File: src/hw/pclp_pkg.sv
// Constants, register map and timing counts of the peak-current LED PWM block
package pclp_pkg;
   // Clock and channel layout
   localparam int CLK_MHZ   = 250;
   localparam int NCH       = 3;
   localparam int CH_RED    = 0;
   localparam int CH_GREEN  = 1;
   localparam int CH_BLUE   = 2;
   localparam int THR_W     = 12;
   localparam int STEP_W    = 8;
   localparam int CNT_W     = 10;
   localparam int JOY_N     = 5;
   // Switching period
   localparam int PERIOD_NS  = 4000;
   localparam int PERIOD_CYC = PERIOD_NS * CLK_MHZ / 1000;
   // Burst repetition
   localparam int BURST_HZ   = 400;
   localparam int BURST_CYC  = CLK_MHZ * 1000000 / BURST_HZ;
   // Triangle generation output
   localparam int TRI_KHZ    = 2000;
   localparam int TRI_CYC    = CLK_MHZ * 1000 / TRI_KHZ;
   localparam int TRI_REP    = 100;
   localparam int TRI_IRQ_US = 50;
   // System tick
   localparam int TICK_MS    = 1;
   localparam int TICK_CYC   = CLK_MHZ * 1000 * TICK_MS;
   // Sawtooth step rates; least step spacing rounds up
   localparam int FAST_KSPS     = 15000;
   localparam int SLOW_KSPS     = 3000;
   localparam int FAST_STEP_CYC = (CLK_MHZ * 1000 + FAST_KSPS - 1) / FAST_KSPS;
   localparam int SLOW_STEP_CYC = (CLK_MHZ * 1000 + SLOW_KSPS - 1) / SLOW_KSPS;
   localparam int FAST_STEPS    = 60;
   localparam int SLOW_STEPS    = 12;
   // Event and trigger slot numbers per channel (red, green, blue)
   localparam int EVT_N  = 8;
   localparam int TRG_N  = 8;
   localparam int red_evt_sel   = 1;
   localparam int green_evt_sel = 5;
   localparam int blue_evt_sel  = 2;
   localparam int red_sawtooth_trigger_sel   = 6;
   localparam int green_sawtooth_trigger_sel = 5;
   localparam int blue_sawtooth_trigger_sel  = 1;
   // Register byte offsets
   localparam logic [11:0] OFS_CTRL   = 12'h000;
   localparam logic [11:0] OFS_BURST  = 12'h004;
   localparam logic [11:0] OFS_BLANK  = 12'h008;
   localparam logic [11:0] OFS_THR_R  = 12'h00c;
   localparam logic [11:0] OFS_THR_G  = 12'h010;
   localparam logic [11:0] OFS_THR_B  = 12'h014;
   localparam logic [11:0] OFS_STEP   = 12'h018;
   localparam logic [11:0] OFS_TRI    = 12'h01c;
   localparam logic [11:0] OFS_STATUS = 12'h020;
   localparam logic [11:0] OFS_JOY    = 12'h024;
   // Field positions
   localparam int CTRL_CH_EN  = 0;
   localparam int CTRL_TRI_EN = 3;
   localparam int STAT_TRI    = 3;
   localparam int STAT_BURST  = 4;
   // Reset values
   localparam logic [3:0]        RST_CTRL  = 4'h0;
   localparam logic [CNT_W-1:0]  RST_BURST = 10'h010;
   localparam logic [CNT_W-1:0]  RST_BLANK = 10'h032;
   localparam logic [THR_W-1:0]  RST_THR   = 12'h400;
   localparam logic [STEP_W-1:0] RST_STEP  = 8'h08;
   localparam logic [7:0]        RST_TRI   = 8'h20;
endpackage : pclp_pkg

File: src/hw/pclp_chan_if.sv
// Carrier between the common timer base and one LED channel
interface pclp_chan_if;
   import pclp_pkg::*;
   logic                 period_evt;
   logic                 burst_on;
   logic                 enable;
   logic [CNT_W-1:0]     cnt;
   logic [CNT_W-1:0]     blank_cyc;
   logic [THR_W-1:0]     thr_start;
   logic [STEP_W-1:0]    step_size;
   logic                 evt;
   logic                 rst_in;
   logic                 step_in;
   logic                 pwm;
   logic [THR_W-1:0]     thr;
   logic                 rst_out;
   logic                 step_out;
   modport ctl  (output period_evt, burst_on, enable, cnt, blank_cyc, thr_start, step_size, evt, rst_in, step_in,
                 input  pwm, thr, rst_out, step_out);
   modport chan (input  period_evt, burst_on, enable, cnt, blank_cyc, thr_start, step_size, evt, rst_in, step_in,
                 output pwm, thr, rst_out, step_out);
endinterface : pclp_chan_if

File: src/hw/pclp_chan.sv
// One LED channel: blanked set/reset output and decrementing sawtooth threshold
module pclp_chan
   import pclp_pkg::*;
#(
   parameter int STEP_CYC  = FAST_STEP_CYC,
   parameter int MAX_STEPS = FAST_STEPS
) (
   // Clock and reset
   input wire logic  pclk,
   input wire logic  presetn,
   // Timer base side
   pclp_chan_if.chan bus
);
   typedef struct packed {
      logic             pwm;
      logic [THR_W-1:0] thr;
      logic [6:0]       steps;
      logic [6:0]       scnt;
   } pclp_chan_st_t;

   pclp_chan_st_t s_ff;
   pclp_chan_st_t nxt_s;
   logic          blanking;
   logic          step_due;

   assign blanking     = bus.cnt < bus.blank_cyc;
   assign step_due     = (s_ff.scnt == 7'(STEP_CYC - 1)) && (s_ff.steps < 7'(MAX_STEPS));
   assign bus.rst_out  = bus.period_evt;
   assign bus.step_out = step_due;
   assign bus.pwm      = s_ff.pwm;
   assign bus.thr      = s_ff.thr;

   always_comb begin
      nxt_s = s_ff;
      // Step phase restarts with every period so the slope stays period locked
      if (bus.period_evt || s_ff.scnt == 7'(STEP_CYC - 1)) begin
         nxt_s.scnt = 7'h00;
      end else begin
         nxt_s.scnt = s_ff.scnt + 7'h01;
      end
      if (bus.rst_in) begin
         nxt_s.thr   = bus.thr_start;
         nxt_s.steps = 7'h00;
      end else if (bus.step_in) begin
         nxt_s.steps = s_ff.steps + 7'h01;
         // Saturate so a large step never wraps to a high threshold
         if (s_ff.thr > THR_W'(bus.step_size)) begin
            nxt_s.thr = s_ff.thr - THR_W'(bus.step_size);
         end else begin
            nxt_s.thr = '0;
         end
      end
      if (bus.period_evt) begin
         nxt_s.pwm = bus.enable && bus.burst_on;
      end else if (bus.evt && !blanking) begin
         nxt_s.pwm = 1'b0;
      end
   end

   always_ff @(posedge pclk or negedge presetn) begin
      if (!presetn) begin
         s_ff <= '0;
      end else begin
         s_ff <= nxt_s;
      end
   end

   a_period_set: assert property (@(posedge pclk) disable iff (!presetn)
      bus.period_evt |=> (s_ff.pwm == $past(bus.enable && bus.burst_on))) else $error("output not set at period");
   a_blank_hold: assert property (@(posedge pclk) disable iff (!presetn)
      (s_ff.pwm && blanking && !bus.period_evt) |=> s_ff.pwm) else $error("event inside blanking cleared output");
   a_event_clear: assert property (@(posedge pclk) disable iff (!presetn)
      (bus.evt && !blanking && !bus.period_evt) |=> !s_ff.pwm) else $error("unblanked event did not clear output");
   a_stay_low: assert property (@(posedge pclk) disable iff (!presetn)
      (!s_ff.pwm && !bus.period_evt) |=> !s_ff.pwm) else $error("output rose between period events");
   a_hold_high: assert property (@(posedge pclk) disable iff (!presetn)
      (s_ff.pwm && !bus.evt && !bus.period_evt) |=> s_ff.pwm) else $error("output fell without event");
   a_saw_reload: assert property (@(posedge pclk) disable iff (!presetn)
      bus.rst_in |=> (s_ff.thr == $past(bus.thr_start)) && (s_ff.steps == 7'h00)) else $error("sawtooth not reloaded");
   a_saw_step: assert property (@(posedge pclk) disable iff (!presetn)
      (bus.step_in && !bus.rst_in && s_ff.thr > THR_W'(bus.step_size))
      |=> s_ff.thr == $past(s_ff.thr) - THR_W'($past(bus.step_size))) else $error("sawtooth step wrong");
   a_step_limit: assert property (@(posedge pclk) disable iff (!presetn)
      s_ff.steps <= 7'(MAX_STEPS)) else $error("too many steps in one period");
endmodule : pclp_chan

File: src/hw/pclp_top.sv
// Three-channel peak-current LED PWM with burst, sawtooth, triangle, tick and joystick logic
module pclp_top
   import pclp_pkg::*;
#(
   parameter int BURST_CYCLES = BURST_CYC,
   parameter int TICK_CYCLES  = TICK_CYC,
   parameter int TRI_REPEAT   = TRI_REP
) (
   // Clock and reset
   input  wire logic                       pclk,
   input  wire logic                       presetn,
   // APB slave
   input  wire logic [11:0]                paddr,
   input  wire logic                       psel,
   input  wire logic                       penable,
   input  wire logic                       pwrite,
   input  wire logic [31:0]                pwdata,
   output logic      [31:0]                prdata,
   output logic                            pready,
   output logic                            pslverr,
   // Current sense codes, one per colour, on pclk
   input  wire logic [NCH-1:0][THR_W-1:0]  sense_code,
   // Joystick lines from pins
   input  wire logic [JOY_N-1:0]           joy_line,
   // Outputs
   output logic      [NCH-1:0]             led_pwm,
   output logic                            tri_pwm,
   output logic                            tri_irq,
   output logic                            tick_irq,
   output logic                            joy_irq,
   output logic      [JOY_N-1:0]           joy_key
);
   localparam int BURST_PER = BURST_CYCLES / PERIOD_CYC;
   localparam int BW        = $clog2(BURST_PER + 1);
   localparam int TW        = $clog2(TICK_CYCLES + 1);
   localparam int RW        = $clog2(TRI_REPEAT + 1);
   localparam int EVT_SEL [NCH] = '{red_evt_sel, green_evt_sel, blue_evt_sel};
   localparam int TRG_SEL [NCH] = '{red_sawtooth_trigger_sel, green_sawtooth_trigger_sel, blue_sawtooth_trigger_sel};

   typedef struct packed {
      logic [CNT_W-1:0]             cnt;
      logic [BW-1:0]                burst;
      logic [TW-1:0]                tick;
      logic                         tick_irq;
      logic [6:0]                   tri_cnt;
      logic [RW-1:0]                tri_rep;
      logic                         tri_out;
      logic                         tri_irq;
      logic [JOY_N-1:0]             joy_s1;
      logic [JOY_N-1:0]             joy_s2;
      logic [JOY_N-1:0]             joy_s3;
      logic [JOY_N-1:0]             joy_flags;
      logic                         joy_irq;
      logic [JOY_N-1:0]             joy_key;
      logic [3:0]                   ctrl;
      logic [CNT_W-1:0]             pulses;
      logic [CNT_W-1:0]             blank;
      logic [NCH-1:0][THR_W-1:0]    thr_start;
      logic [NCH-1:0][STEP_W-1:0]   step;
      logic [7:0]                   tri_duty;
      logic [31:0]                  prdata;
      logic                         pready;
      logic                         pslverr;
   } pclp_top_st_t;

   pclp_top_st_t       s_ff;
   pclp_top_st_t       nxt_s;
   logic               period_evt;
   logic [BW-1:0]      burst_next;
   logic               burst_on;
   logic [NCH-1:0]     cmp_out;
   logic [EVT_N-1:0]   evt_vec;
   logic [TRG_N-1:0]   trg_rst;
   logic [TRG_N-1:0]   trg_step;
   logic [NCH-1:0]     rst_out;
   logic [NCH-1:0]     step_out;
   logic [NCH-1:0][THR_W-1:0] thr;
   logic               setup;
   logic               access_wr;
   logic [JOY_N-1:0]   joy_edge;
   logic [JOY_N-1:0]   joy_clr;
   logic [31:0]        rd_word;
   logic               rd_err;

   pclp_chan_if ch_if [NCH] ();

   assign period_evt = s_ff.cnt == CNT_W'(PERIOD_CYC - 1);
   assign burst_next = (s_ff.burst == BW'(BURST_PER - 1)) ? '0 : s_ff.burst + 1'b1;
   // Burst window decided for the period that is about to start
   // Index widened, never the count cut: a short burst would read a large count as zero
   assign burst_on   = CNT_W'(period_evt ? burst_next : s_ff.burst) < s_ff.pulses;

   // Comparators feed only event slots; nothing reaches a pin
   always_comb begin
      evt_vec  = '0;
      trg_rst  = '0;
      trg_step = '0;
      for (int i = 0; i < NCH; i++) begin
         cmp_out[i]          = sense_code[i] > thr[i];
         evt_vec[EVT_SEL[i]] = cmp_out[i];
         trg_rst[TRG_SEL[i]]  = rst_out[i];
         trg_step[TRG_SEL[i]] = step_out[i];
      end
   end

   for (genvar i = 0; i < NCH; i++) begin : g_ch
      assign ch_if[i].period_evt = period_evt;
      assign ch_if[i].burst_on   = burst_on;
      assign ch_if[i].enable     = s_ff.ctrl[CTRL_CH_EN + i];
      assign ch_if[i].cnt        = s_ff.cnt;
      assign ch_if[i].blank_cyc  = s_ff.blank;
      assign ch_if[i].thr_start  = s_ff.thr_start[i];
      assign ch_if[i].step_size  = s_ff.step[i];
      assign ch_if[i].evt        = evt_vec[EVT_SEL[i]];
      assign ch_if[i].rst_in     = trg_rst[TRG_SEL[i]];
      assign ch_if[i].step_in    = trg_step[TRG_SEL[i]];
      assign rst_out[i]          = ch_if[i].rst_out;
      assign step_out[i]         = ch_if[i].step_out;
      assign thr[i]              = ch_if[i].thr;
      assign led_pwm[i]          = ch_if[i].pwm;
      pclp_chan #(
         .STEP_CYC  ((i == CH_BLUE) ? SLOW_STEP_CYC : FAST_STEP_CYC),
         .MAX_STEPS ((i == CH_BLUE) ? SLOW_STEPS : FAST_STEPS)
      ) u_chan (
         .pclk    (pclk),
         .presetn (presetn),
         .bus     (ch_if[i])
      );
   end

   assign setup     = psel && !penable;
   assign access_wr = psel && penable && s_ff.pready && pwrite;
   assign joy_edge  = s_ff.joy_s2 ^ s_ff.joy_s3;
   // Write one to clear; an edge in the same cycle still sets its flag
   assign joy_clr   = (access_wr && paddr == OFS_JOY) ? pwdata[JOY_N-1:0] : '0;

   always_comb begin
      rd_err  = 1'b0;
      rd_word = 32'h0000_0000;
      unique case (paddr)
         OFS_CTRL:   rd_word[3:0]        = s_ff.ctrl;
         OFS_BURST:  rd_word[CNT_W-1:0]  = s_ff.pulses;
         OFS_BLANK:  rd_word[CNT_W-1:0]  = s_ff.blank;
         OFS_THR_R:  rd_word[THR_W-1:0]  = s_ff.thr_start[CH_RED];
         OFS_THR_G:  rd_word[THR_W-1:0]  = s_ff.thr_start[CH_GREEN];
         OFS_THR_B:  rd_word[THR_W-1:0]  = s_ff.thr_start[CH_BLUE];
         OFS_STEP:   rd_word[23:0]       = s_ff.step;
         OFS_TRI:    rd_word[7:0]        = s_ff.tri_duty;
         OFS_STATUS: rd_word[4:0]        = {burst_on, s_ff.tri_out, led_pwm};
         OFS_JOY:    rd_word[JOY_N-1:0]  = s_ff.joy_flags;
         default:    rd_err              = 1'b1;
      endcase
   end

   always_comb begin
      nxt_s = s_ff;
      nxt_s.cnt = period_evt ? '0 : s_ff.cnt + 1'b1;
      if (period_evt) begin
         nxt_s.burst = burst_next;
      end
      // System tick
      nxt_s.tick_irq = s_ff.tick == TW'(TICK_CYCLES - 1);
      nxt_s.tick     = nxt_s.tick_irq ? '0 : s_ff.tick + 1'b1;
      // Triangle PWM on the red timer's second output
      nxt_s.tri_irq = 1'b0;
      if (s_ff.tri_cnt == 7'(TRI_CYC - 1)) begin
         nxt_s.tri_cnt = 7'h00;
         if (s_ff.tri_rep == RW'(TRI_REPEAT - 1)) begin
            nxt_s.tri_rep = '0;
            nxt_s.tri_irq = s_ff.ctrl[CTRL_TRI_EN];
         end else begin
            nxt_s.tri_rep = s_ff.tri_rep + 1'b1;
         end
      end else begin
         nxt_s.tri_cnt = s_ff.tri_cnt + 7'h01;
      end
      nxt_s.tri_out = s_ff.ctrl[CTRL_TRI_EN] && ({1'b0, s_ff.tri_cnt} < s_ff.tri_duty);
      // Joystick: two-stage synchroniser, then any-edge detect
      nxt_s.joy_s1    = joy_line;
      nxt_s.joy_s2    = s_ff.joy_s1;
      nxt_s.joy_s3    = s_ff.joy_s2;
      nxt_s.joy_flags = (s_ff.joy_flags & ~joy_clr) | joy_edge;
      nxt_s.joy_irq   = |joy_edge;
      if (|joy_edge) begin
         nxt_s.joy_key = joy_edge;
      end
      // APB: answer registered in setup, so access phase completes at once
      nxt_s.pready  = setup;
      if (setup) begin
         nxt_s.prdata  = pwrite ? 32'h0000_0000 : rd_word;
         nxt_s.pslverr = rd_err;
      end
      if (access_wr && !s_ff.pslverr) begin
         unique case (paddr)
            OFS_CTRL:  nxt_s.ctrl              = pwdata[3:0];
            OFS_BURST: nxt_s.pulses            = pwdata[CNT_W-1:0];
            OFS_BLANK: nxt_s.blank             = pwdata[CNT_W-1:0];
            OFS_THR_R: nxt_s.thr_start[CH_RED]   = pwdata[THR_W-1:0];
            OFS_THR_G: nxt_s.thr_start[CH_GREEN] = pwdata[THR_W-1:0];
            OFS_THR_B: nxt_s.thr_start[CH_BLUE]  = pwdata[THR_W-1:0];
            OFS_STEP:  nxt_s.step              = pwdata[23:0];
            OFS_TRI:   nxt_s.tri_duty          = pwdata[7:0];
            default:   nxt_s.tri_duty          = s_ff.tri_duty;
         endcase
      end
   end

   always_ff @(posedge pclk or negedge presetn) begin
      if (!presetn) begin
         s_ff           <= '0;
         s_ff.ctrl      <= RST_CTRL;
         s_ff.pulses    <= RST_BURST;
         s_ff.blank     <= RST_BLANK;
         s_ff.thr_start <= {NCH{RST_THR}};
         s_ff.step      <= {NCH{RST_STEP}};
         s_ff.tri_duty  <= RST_TRI;
      end else begin
         s_ff <= nxt_s;
      end
   end

   assign prdata   = s_ff.prdata;
   assign pready   = s_ff.pready;
   assign pslverr  = s_ff.pslverr;
   assign tri_pwm  = s_ff.tri_out;
   assign tri_irq  = s_ff.tri_irq;
   assign tick_irq = s_ff.tick_irq;
   assign joy_irq  = s_ff.joy_irq;
   assign joy_key  = s_ff.joy_key;

   a_period_wrap: assert property (@(posedge pclk) disable iff (!presetn)
      period_evt |=> (s_ff.cnt == '0) ##1 (s_ff.cnt == CNT_W'(1))) else $error("period counter wrap wrong");
   a_burst_wrap: assert property (@(posedge pclk) disable iff (!presetn)
      (period_evt && s_ff.burst == BW'(BURST_PER - 1)) |=> s_ff.burst == '0) else $error("burst did not wrap");
   a_burst_idle: assert property (@(posedge pclk) disable iff (!presetn)
      (period_evt && CNT_W'(burst_next) >= s_ff.pulses) |=> led_pwm == '0) else $error("output active in burst idle");
   a_tick_pulse: assert property (@(posedge pclk) disable iff (!presetn)
      tick_irq |=> !tick_irq && s_ff.tick == TW'(1)) else $error("tick pulse wrong");
   a_tri_irq: assert property (@(posedge pclk) disable iff (!presetn)
      tri_irq |-> $past(s_ff.tri_rep) == RW'(TRI_REPEAT - 1) && s_ff.tri_cnt == 7'h00) else $error("triangle irq misplaced");
   a_joy_flag: assert property (@(posedge pclk) disable iff (!presetn)
      (|joy_edge) |=> joy_irq && ((s_ff.joy_flags & $past(joy_edge)) == $past(joy_edge))) else $error("joystick edge lost");
   a_evt_route: assert property (@(posedge pclk) disable iff (!presetn)
      ch_if[CH_GREEN].evt == cmp_out[CH_GREEN] && evt_vec[red_evt_sel] == cmp_out[CH_RED]) else $error("event slot wrong");
   a_apb_ready: assert property (@(posedge pclk) disable iff (!presetn)
      setup |=> pready ##1 !pready) else $error("apb ready timing wrong");

   // Channel enable, trigger routing and comparator sense
   a_chan_off: assert property (@(posedge pclk) disable iff (!presetn)
      (period_evt && !s_ff.ctrl[CTRL_CH_EN + CH_BLUE]) |=> !led_pwm[CH_BLUE])
      else $error("disabled channel switched on");
   a_burst_active: assert property (@(posedge pclk) disable iff (!presetn)
      (period_evt && burst_on && s_ff.ctrl[CTRL_CH_EN + CH_RED]) |=> led_pwm[CH_RED])
      else $error("output not set in burst window");
   a_trg_route: assert property (@(posedge pclk) disable iff (!presetn)
      ch_if[CH_BLUE].rst_in == rst_out[CH_BLUE] && ch_if[CH_GREEN].step_in == step_out[CH_GREEN])
      else $error("sawtooth trigger slot wrong");
   a_cmp_polarity: assert property (@(posedge pclk) disable iff (!presetn)
      ch_if[CH_RED].evt == (sense_code[CH_RED] > thr[CH_RED]))
      else $error("comparator polarity wrong");

   // Triangle, register bus and joystick side effects
   a_tri_wrap: assert property (@(posedge pclk) disable iff (!presetn)
      (s_ff.tri_cnt == 7'(TRI_CYC - 1)) |=> (s_ff.tri_cnt == 7'h00))
      else $error("triangle period wrong");
   a_tri_off: assert property (@(posedge pclk) disable iff (!presetn)
      !s_ff.ctrl[CTRL_TRI_EN] |=> !tri_pwm)
      else $error("triangle output without enable");
   a_apb_error: assert property (@(posedge pclk) disable iff (!presetn)
      setup |=> (pslverr == $past(rd_err)))
      else $error("register bus error flag wrong");
   a_status_read: assert property (@(posedge pclk) disable iff (!presetn)
      (setup && !pwrite && paddr == OFS_STATUS) |=> (prdata[STAT_BURST] == $past(burst_on))
      && (prdata[STAT_TRI] == $past(s_ff.tri_out))) else $error("status bits wrong");
   a_write_ignored: assert property (@(posedge pclk) disable iff (!presetn)
      (access_wr && s_ff.pslverr) |=> $stable(s_ff.ctrl) && $stable(s_ff.pulses))
      else $error("unmapped write changed a register");
   a_joy_clear: assert property (@(posedge pclk) disable iff (!presetn)
      (joy_clr != '0 && joy_edge == '0) |=> ((s_ff.joy_flags & $past(joy_clr)) == '0))
      else $error("joystick flag not cleared");
   a_joy_key: assert property (@(posedge pclk) disable iff (!presetn)
      (|joy_edge) |=> (joy_key == $past(joy_edge)))
      else $error("joystick key not captured");
endmodule : pclp_top

File: config.mk
export PLATFORM = sky130hd
export DESIGN_NAME = pclp_top
export DESIGN_NICKNAME = d
export VERILOG_FILES = /design/src/hw/pclp_pkg.sv /design/src/hw/pclp_chan_if.sv /design/src/hw/pclp_chan.sv /design/src/hw/pclp_top.sv
export SDC_FILE = /design/constraint.sdc
export NUM_CORES = 1
export LEC_CHECK = 0
export BUFFER_PORTS_ARGS = -buffer_cell sky130_fd_sc_hd__buf_4
export CORE_UTILIZATION = 50
export DETAILED_ROUTE_END_ITERATION = 6
export HOLD_SLACK_MARGIN = 0.02
export PLACE_DENSITY = 0.7
export SYNTH_ARGS = -nofsm -noshare
export SYNTH_HDL_FRONTEND = slang
export SYNTH_SLANG_ARGS = --single-unit
File: constraint.sdc
create_clock -name pclk -period 2.91 [get_ports pclk]
set_input_delay 0.4365 -clock pclk [delete_from_list [all_inputs] [get_ports pclk]]
set_output_delay 0.4365 -clock pclk [all_outputs]
set_load 0.02 [all_outputs]
* After elaboration in Yosys (flattened, before gate mapping)
Cells that the tools add are included.
Cells by class: $add $sub $neg 14, magnitude comparators 12, equality and inequality tests 17, multiplexer cells 35, bitwise logic cells 4, reduce and logical (&&, ||, !) cells 39
Operators with widths (number):
- 19-bit 2-to-1 mux | 6
- 7-bit by 1-bit adder with 7-bit output (second input constant) | 8
- 12-bit by 5-bit == test with 1-bit output (second input constant) | 4
- 12-bit 2-to-1 mux | 4
- 4-bit case mux with 10 select lines | 1
- 12-bit greater-than comparator | 3
- 12-bit by 8-bit greater-than comparator with 1-bit output | 3
- 12-bit by 8-bit subtractor with 12-bit output | 3
- 7-bit 2-to-1 mux | 5
- 10-bit 2-to-1 mux | 3
- 12-bit by 4-bit == test with 1-bit output (second input constant) | 2
- 12-bit by 6-bit == test with 1-bit output (second input constant) | 2
- 24-bit 2-to-1 mux | 1
- 7-bit == test (second input constant) | 3
- 3-bit case mux with 7 select lines | 1
- 10-bit by 1-bit adder with 10-bit output (second input constant) | 2
- 10-bit == test (second input constant) | 2
- 10-bit < comparator | 2
- 18-bit by 1-bit adder with 18-bit output (second input constant) | 1
- 18-bit == test (second input constant) | 1
- 18-bit 2-to-1 mux | 1
- 1-bit logical AND | 16
- 2-bit AND reduction | 8
- 7-bit by 5-bit == test with 1-bit output (second input constant) | 2
- other kinds (19) | 37
Storage, ports and cells: bits in registers 288, input port bits 90, output and inout port bits 46, logic and storage cells 160

* Depth between registers and ports, before layout
depth in word-level cells 8, depth in mapped cells 14, mapped depth without buffers 14

* By module
Synthesis repeated with hierarchy kept, for this count alone.
Second synthesis, totals: cells, all modules 1573, area, all modules 16375.7 um^2
By module, submodules not included:
- pclp_top | instances 1, cells each 895, area an instance 10271.1 um^2, seq. area each 4993.5 um^2
- pclp_chan at g_ch[0].u_chan ... | instances 2, cells each 221, area an instance 2024.4 um^2, seq. area each 675.6 um^2
- pclp_chan at g_ch[2].u_chan | instances 1, cells each 236, area an instance 2055.7 um^2, seq. area each 675.6 um^2

* Worst setup path before layout
OpenSTA, ideal clock, no wires.
path kind register to register, start point register s_ff (netlist bit ch_if[0].cnt[0]), end point register g_ch[2].u_chan.s_ff (netlist bit g_ch[2].u_chan.bus.pwm), library setup time 64 ps, arrival 3167 ps, required time 2846 ps, path slack -320 ps, stages on the path, launching flop included 15, path buffers 2, period minus slack after synthesis 3230 ps, cells stage by stage dfrtp_1 > ha_1 > nand4_1 > or4_1 > clkbuf_1 > clkbuf_1 > o21ai_0 > o31ai_1 > ha_1 > a211oi_1 > o21ai_0 > a21o_1 > a31oi_1 > and3_1 > a21o_1
RTL lines:
- start: declaration | line pclp_top.sv:66 | pclp_top_st_t s_ff;
- start signal: assignment | line pclp_top.sv:218 | s_ff <= nxt_s;
- end signal: assignment | line pclp_chan.sv:64 | s_ff <= nxt_s;
- end: declaration | line pclp_chan.sv:21 | pclp_chan_st_t s_ff;

==> impl_metrics.csv <==
group,metric,value,unit
status,status,"finished with violations",
status,violations,"negative setup slack",
power,p_per_area,471.5,mW/mm^2
finish,diodes,0,
grt,grt_max_degree,77,
yosys,synth_edf_count,0,
timing,finalHoldViolations,0,
place,dp_hpwl,29940,um
yosys,ys_async_sr_fraction,100.0,%
finish,regArea,0.007020,mm^2
drt,drt-met1-wl,17590,um
finish,multi_input_area,0.007508,mm^2
drt,routed_wl,39940,um
timing,slew_violations,0,
yosys,ys_ff_latch,280,
grt,grt_pass1_vias,11960,
timing,worst_pin_slew,0.7514,ns
place,place_ws,-0.4071,ns
finish,nFillCells,2520,
hold_path,hold_class,"in2reg",
finish,area_growth,17.65,%
yosys,ys_seq_area_share,45.90,%
yosys,syn_area,0.01529,mm^2
timing,finalSetupViolCount,4,
place,io_buffers,119,
power,ir_drop,0.0004225,V
die,io-pin-count,136,
yosys,syn_avg_cell_area,9.754,um^2
die,chipWidth,176.9,um
drt,first_pass_iters,5,
timing,timing.final.ws_setup,-0.2638,ns
clock_network,cts.clk_slew.worst_paths,0.07,ns
clock_network,cts_tree,"built",
die,rows,63,
yosys,ys_types,75,
drt,drc_errors,0,
finish,drive_gt1_share,18.81,%
timing,fmax,315.1,MHz
drt,antenna_left,0,
yosys,synth_top_flop_cell,"dfrtp_1",
clock_network,cts_htree_levels,1,
setup_path,critical_path_peak_fanout,3,
drt,vias_per_cell,5.811,
clock_network,cts-root-buf,"clkbuf_16",
drt,wl_met2,18540,um
flow_run,cap_violations,0,
power,leakagePower,8.445,nW
drt,drt_iter0_drc,1090,
yosys,syn_inst,1568,
drt,wl_met3,2334,um
yosys,synth_warnings,0,
setup_path,critPathCaptureType,"register",
grt,antenna_found_initial,0,
die,core_area,0.02987,mm^2
die,die_h,176.9,um
clock_network,cts.sinks,280,
setup_path,cp-start-kind,"register",
timing,min_period,3.174,ns
place,placed_area,0.01675,mm^2
clock_network,clockBufferDepth,3,
clock_network,worst_skew_pair.late_latency,0.57,ns
drt,maxUsedRoutingLayer,"met4",
timing,max_slew_margin,49.45,%
die,start_util,51.20,%
drt,vias,12340,
grt,grt_overflow,0,
finish,final_area,0.01799,mm^2
timing,period_share,109.1,%
drt,wl_per_cell,18.81,um
timing,rsz0062_at_grt,"yes",
setup_path,worstPathArrival,3.67,ns
grt,grt_pass1_wl,63470,um
power,power,0.008484,W
setup_path,worstPathRequired,3.41,ns
die,die_area,0.03129,mm^2
grt,grt.total_usage,25.77,%
finish,nets,1900,
place,place.gp.congestion,0.9415,
clock_network,cts_buffers,31,
timing,skew,0.01564,ns
timing,setup_tns,-0.9713,ns
setup_path,worst-setup-path-type,"reg2reg",
[what timing repair did]
action	4_1_cts	5_1_grt
hold buffers	6	0
pin swaps	2	5
endpoints found under the hold margin	72	0
resized for setup	8	7
setup endpoints to repair	4	4
buffers inserted	0	1
[synth_stat cells (12+ instances only)]
master      n  area, um^2
dfrtp_1   269        6731
nor2_1    149       559.3
nand2_1   145       544.3
inv_1     114       427.9
ha_1       99        1239
o21ai_0    89       445.4
a21oi_1    65       325.3
mux2_2     58       653.1
nand3_1    54       270.3
xor2_1     41       359.1
buf_4      40       300.3
clkbuf_1   40       150.1
nand4_1    39       244.0
xnor2_1    37       324.1
nor3_1     31       155.2
a31oi_1    25       156.4
mux2i_1    20       200.2
and3_1     16       100.1
and2_1     14       87.58
a221oi_1   12       105.1
a22o_1     12       105.1
a22oi_1    12       90.09
[cell families (layout without fill, tap and decap cells)]
family	count (synthesis)	in the layout	synth area share, %
XOR/XNOR	78	78	4.467
AO/OA/AOI/OAI	302	302	12.77
adder cells (fa/ha/maj)	102	102	8.492
other	1	8	0.02452
multiplexers	80	80	5.874
buffers and inverters	200	358	5.923
AND/OR/NAND/NOR	525	525	16.55
flip-flops	280	280	45.90
[layout make-up]
class / count / area share, %
inverter: 114 / 2.378
sequential: 280 / 39.01
clock inverter: 15 / 1.140
tap: 390 / 2.712
timing repair buffer: 186 / 8.135
multi-input combinational: 1095 / 41.73
clock buffer: 43 / 4.895
[path summary, 6_finish.rpt]
| path | slack [ns] | endpoint | from | depth (start not counted) |
|---|---|---|---|---|
| min in group asynchronous | 0.43 | g_ch[1].u_chan.s_ff[4] | presetn | 2 |
| worst min-delay path | 0.08 | s_ff[35] | pwdata[1] | 3 |
| worst max register to register | -0.26 | g_ch[1].u_chan.bus.pwm | ch_if[0].cnt[1] | 15 |
| max in group asynchronous | 1.63 | g_ch[2].u_chan.s_ff[4] | presetn | 3 |
| worst max-delay path | -0.26 | g_ch[1].u_chan.bus.pwm | ch_if[0].cnt[1] | 15 |
| worst min register to register | 0.35 | nxt_s[140] | nxt_s[145] | 0 |
[registers in the layout (all words and copies together), names as in the netlist, 10 cells and up]
register / cells
s_ff: 71
g_ch.u_chan.s_ff: 42
ch_if.thr_start: 36
g_ch.u_chan.bus.thr: 36
ch_if.step_size: 24
prdata: 24
ch_if.blank_cyc: 10
ch_if.cnt: 10
nxt_s: 10
[stage by stage]
| stage | hold slack [ns] | instances | util, % |
|---|---|---|---|
| after floorplan | 0.1409 | 1575 | - |
| after global placement | 0.3344 | 2058 | 56.07 |
| after detailed placement | 0.3347 | 2058 | 56.07 |
| after CTS | 0.06986 | 2122 | 60.07 |
| after global routing | 0.08262 | 2123 | 60.23 |
| final | 0.08311 | 2123 | 60.23 |
[metal layers]
layer,vias to the layer above,track usage [%]
li1,5792,-
met1,6015,35.67
met2,426,40.92
met3,103,4.296
met4,0,8.908
met5,-,0
[layout by cell type, fill, tap and decap left out, drive strengths merged, types with 5 or more instances in the layout]
cell type / synthesis / final
and2: 15 / 15
o21ai: 89 / 89
dfstp: 11 / 11
inv: 114 / 117
nand2: 145 / 145
clkbuf: 40 / 43
nor4b: 5 / 5
nor2b: 11 / 11
a21oi: 65 / 65
or4: 6 / 6
or2: 5 / 5
o31ai: 6 / 6
or3: 11 / 11
buf: 46 / 180
nand2b: 10 / 10
nand3: 54 / 54
nor3: 31 / 31
dfrtp: 269 / 269
a2111oi: 5 / 5
dlygate4sd3: 0 / 6
a211oi: 8 / 8
conb: 1 / 8
o211ai: 9 / 9
a211o: 6 / 6
mux2i: 20 / 20
a221oi: 12 / 12
a31oi: 25 / 25
and3: 16 / 16
xnor2: 37 / 37
nand4: 39 / 39
ha: 99 / 99
xor2: 41 / 41
nor4: 14 / 14
a22oi: 12 / 12
a22o: 12 / 12
mux2: 58 / 58
nor2: 150 / 150
a21o: 9 / 9
clkinv: 0 / 5
o21a: 9 / 9
[critical path, cell delays in order (launching register included)]
cell,delay [ns]
dfrtp_1,0.39
ha_4,0.15
nand4_1,0.12
or4_4,0.48
nor3_4,0.21
nand4_1,0.13
xor2_1,0.17
a21oi_2,0.19
ha_4,0.24
nand4_1,0.10
nor2_2,0.05
a221o_1,0.32
a31oi_4,0.21
buf_4,0.14
nand4_1,0.08
o21ai_1,0.10
[power by group]
| part | leakage [nW] | internal (W) | switching (W) |
|---|---|---|---|
| Combinational | 4.26 | 0.000159 | 0.000249 |
| Clock | 0.528 | 0.00248 | 0.00166 |
| Sequential | 3.66 | 0.00392 | 0.0000160 |
| Total | 8.45 | 0.00656 | 0.00193 |
No activity file was read; power rests on OpenSTA's default activity.
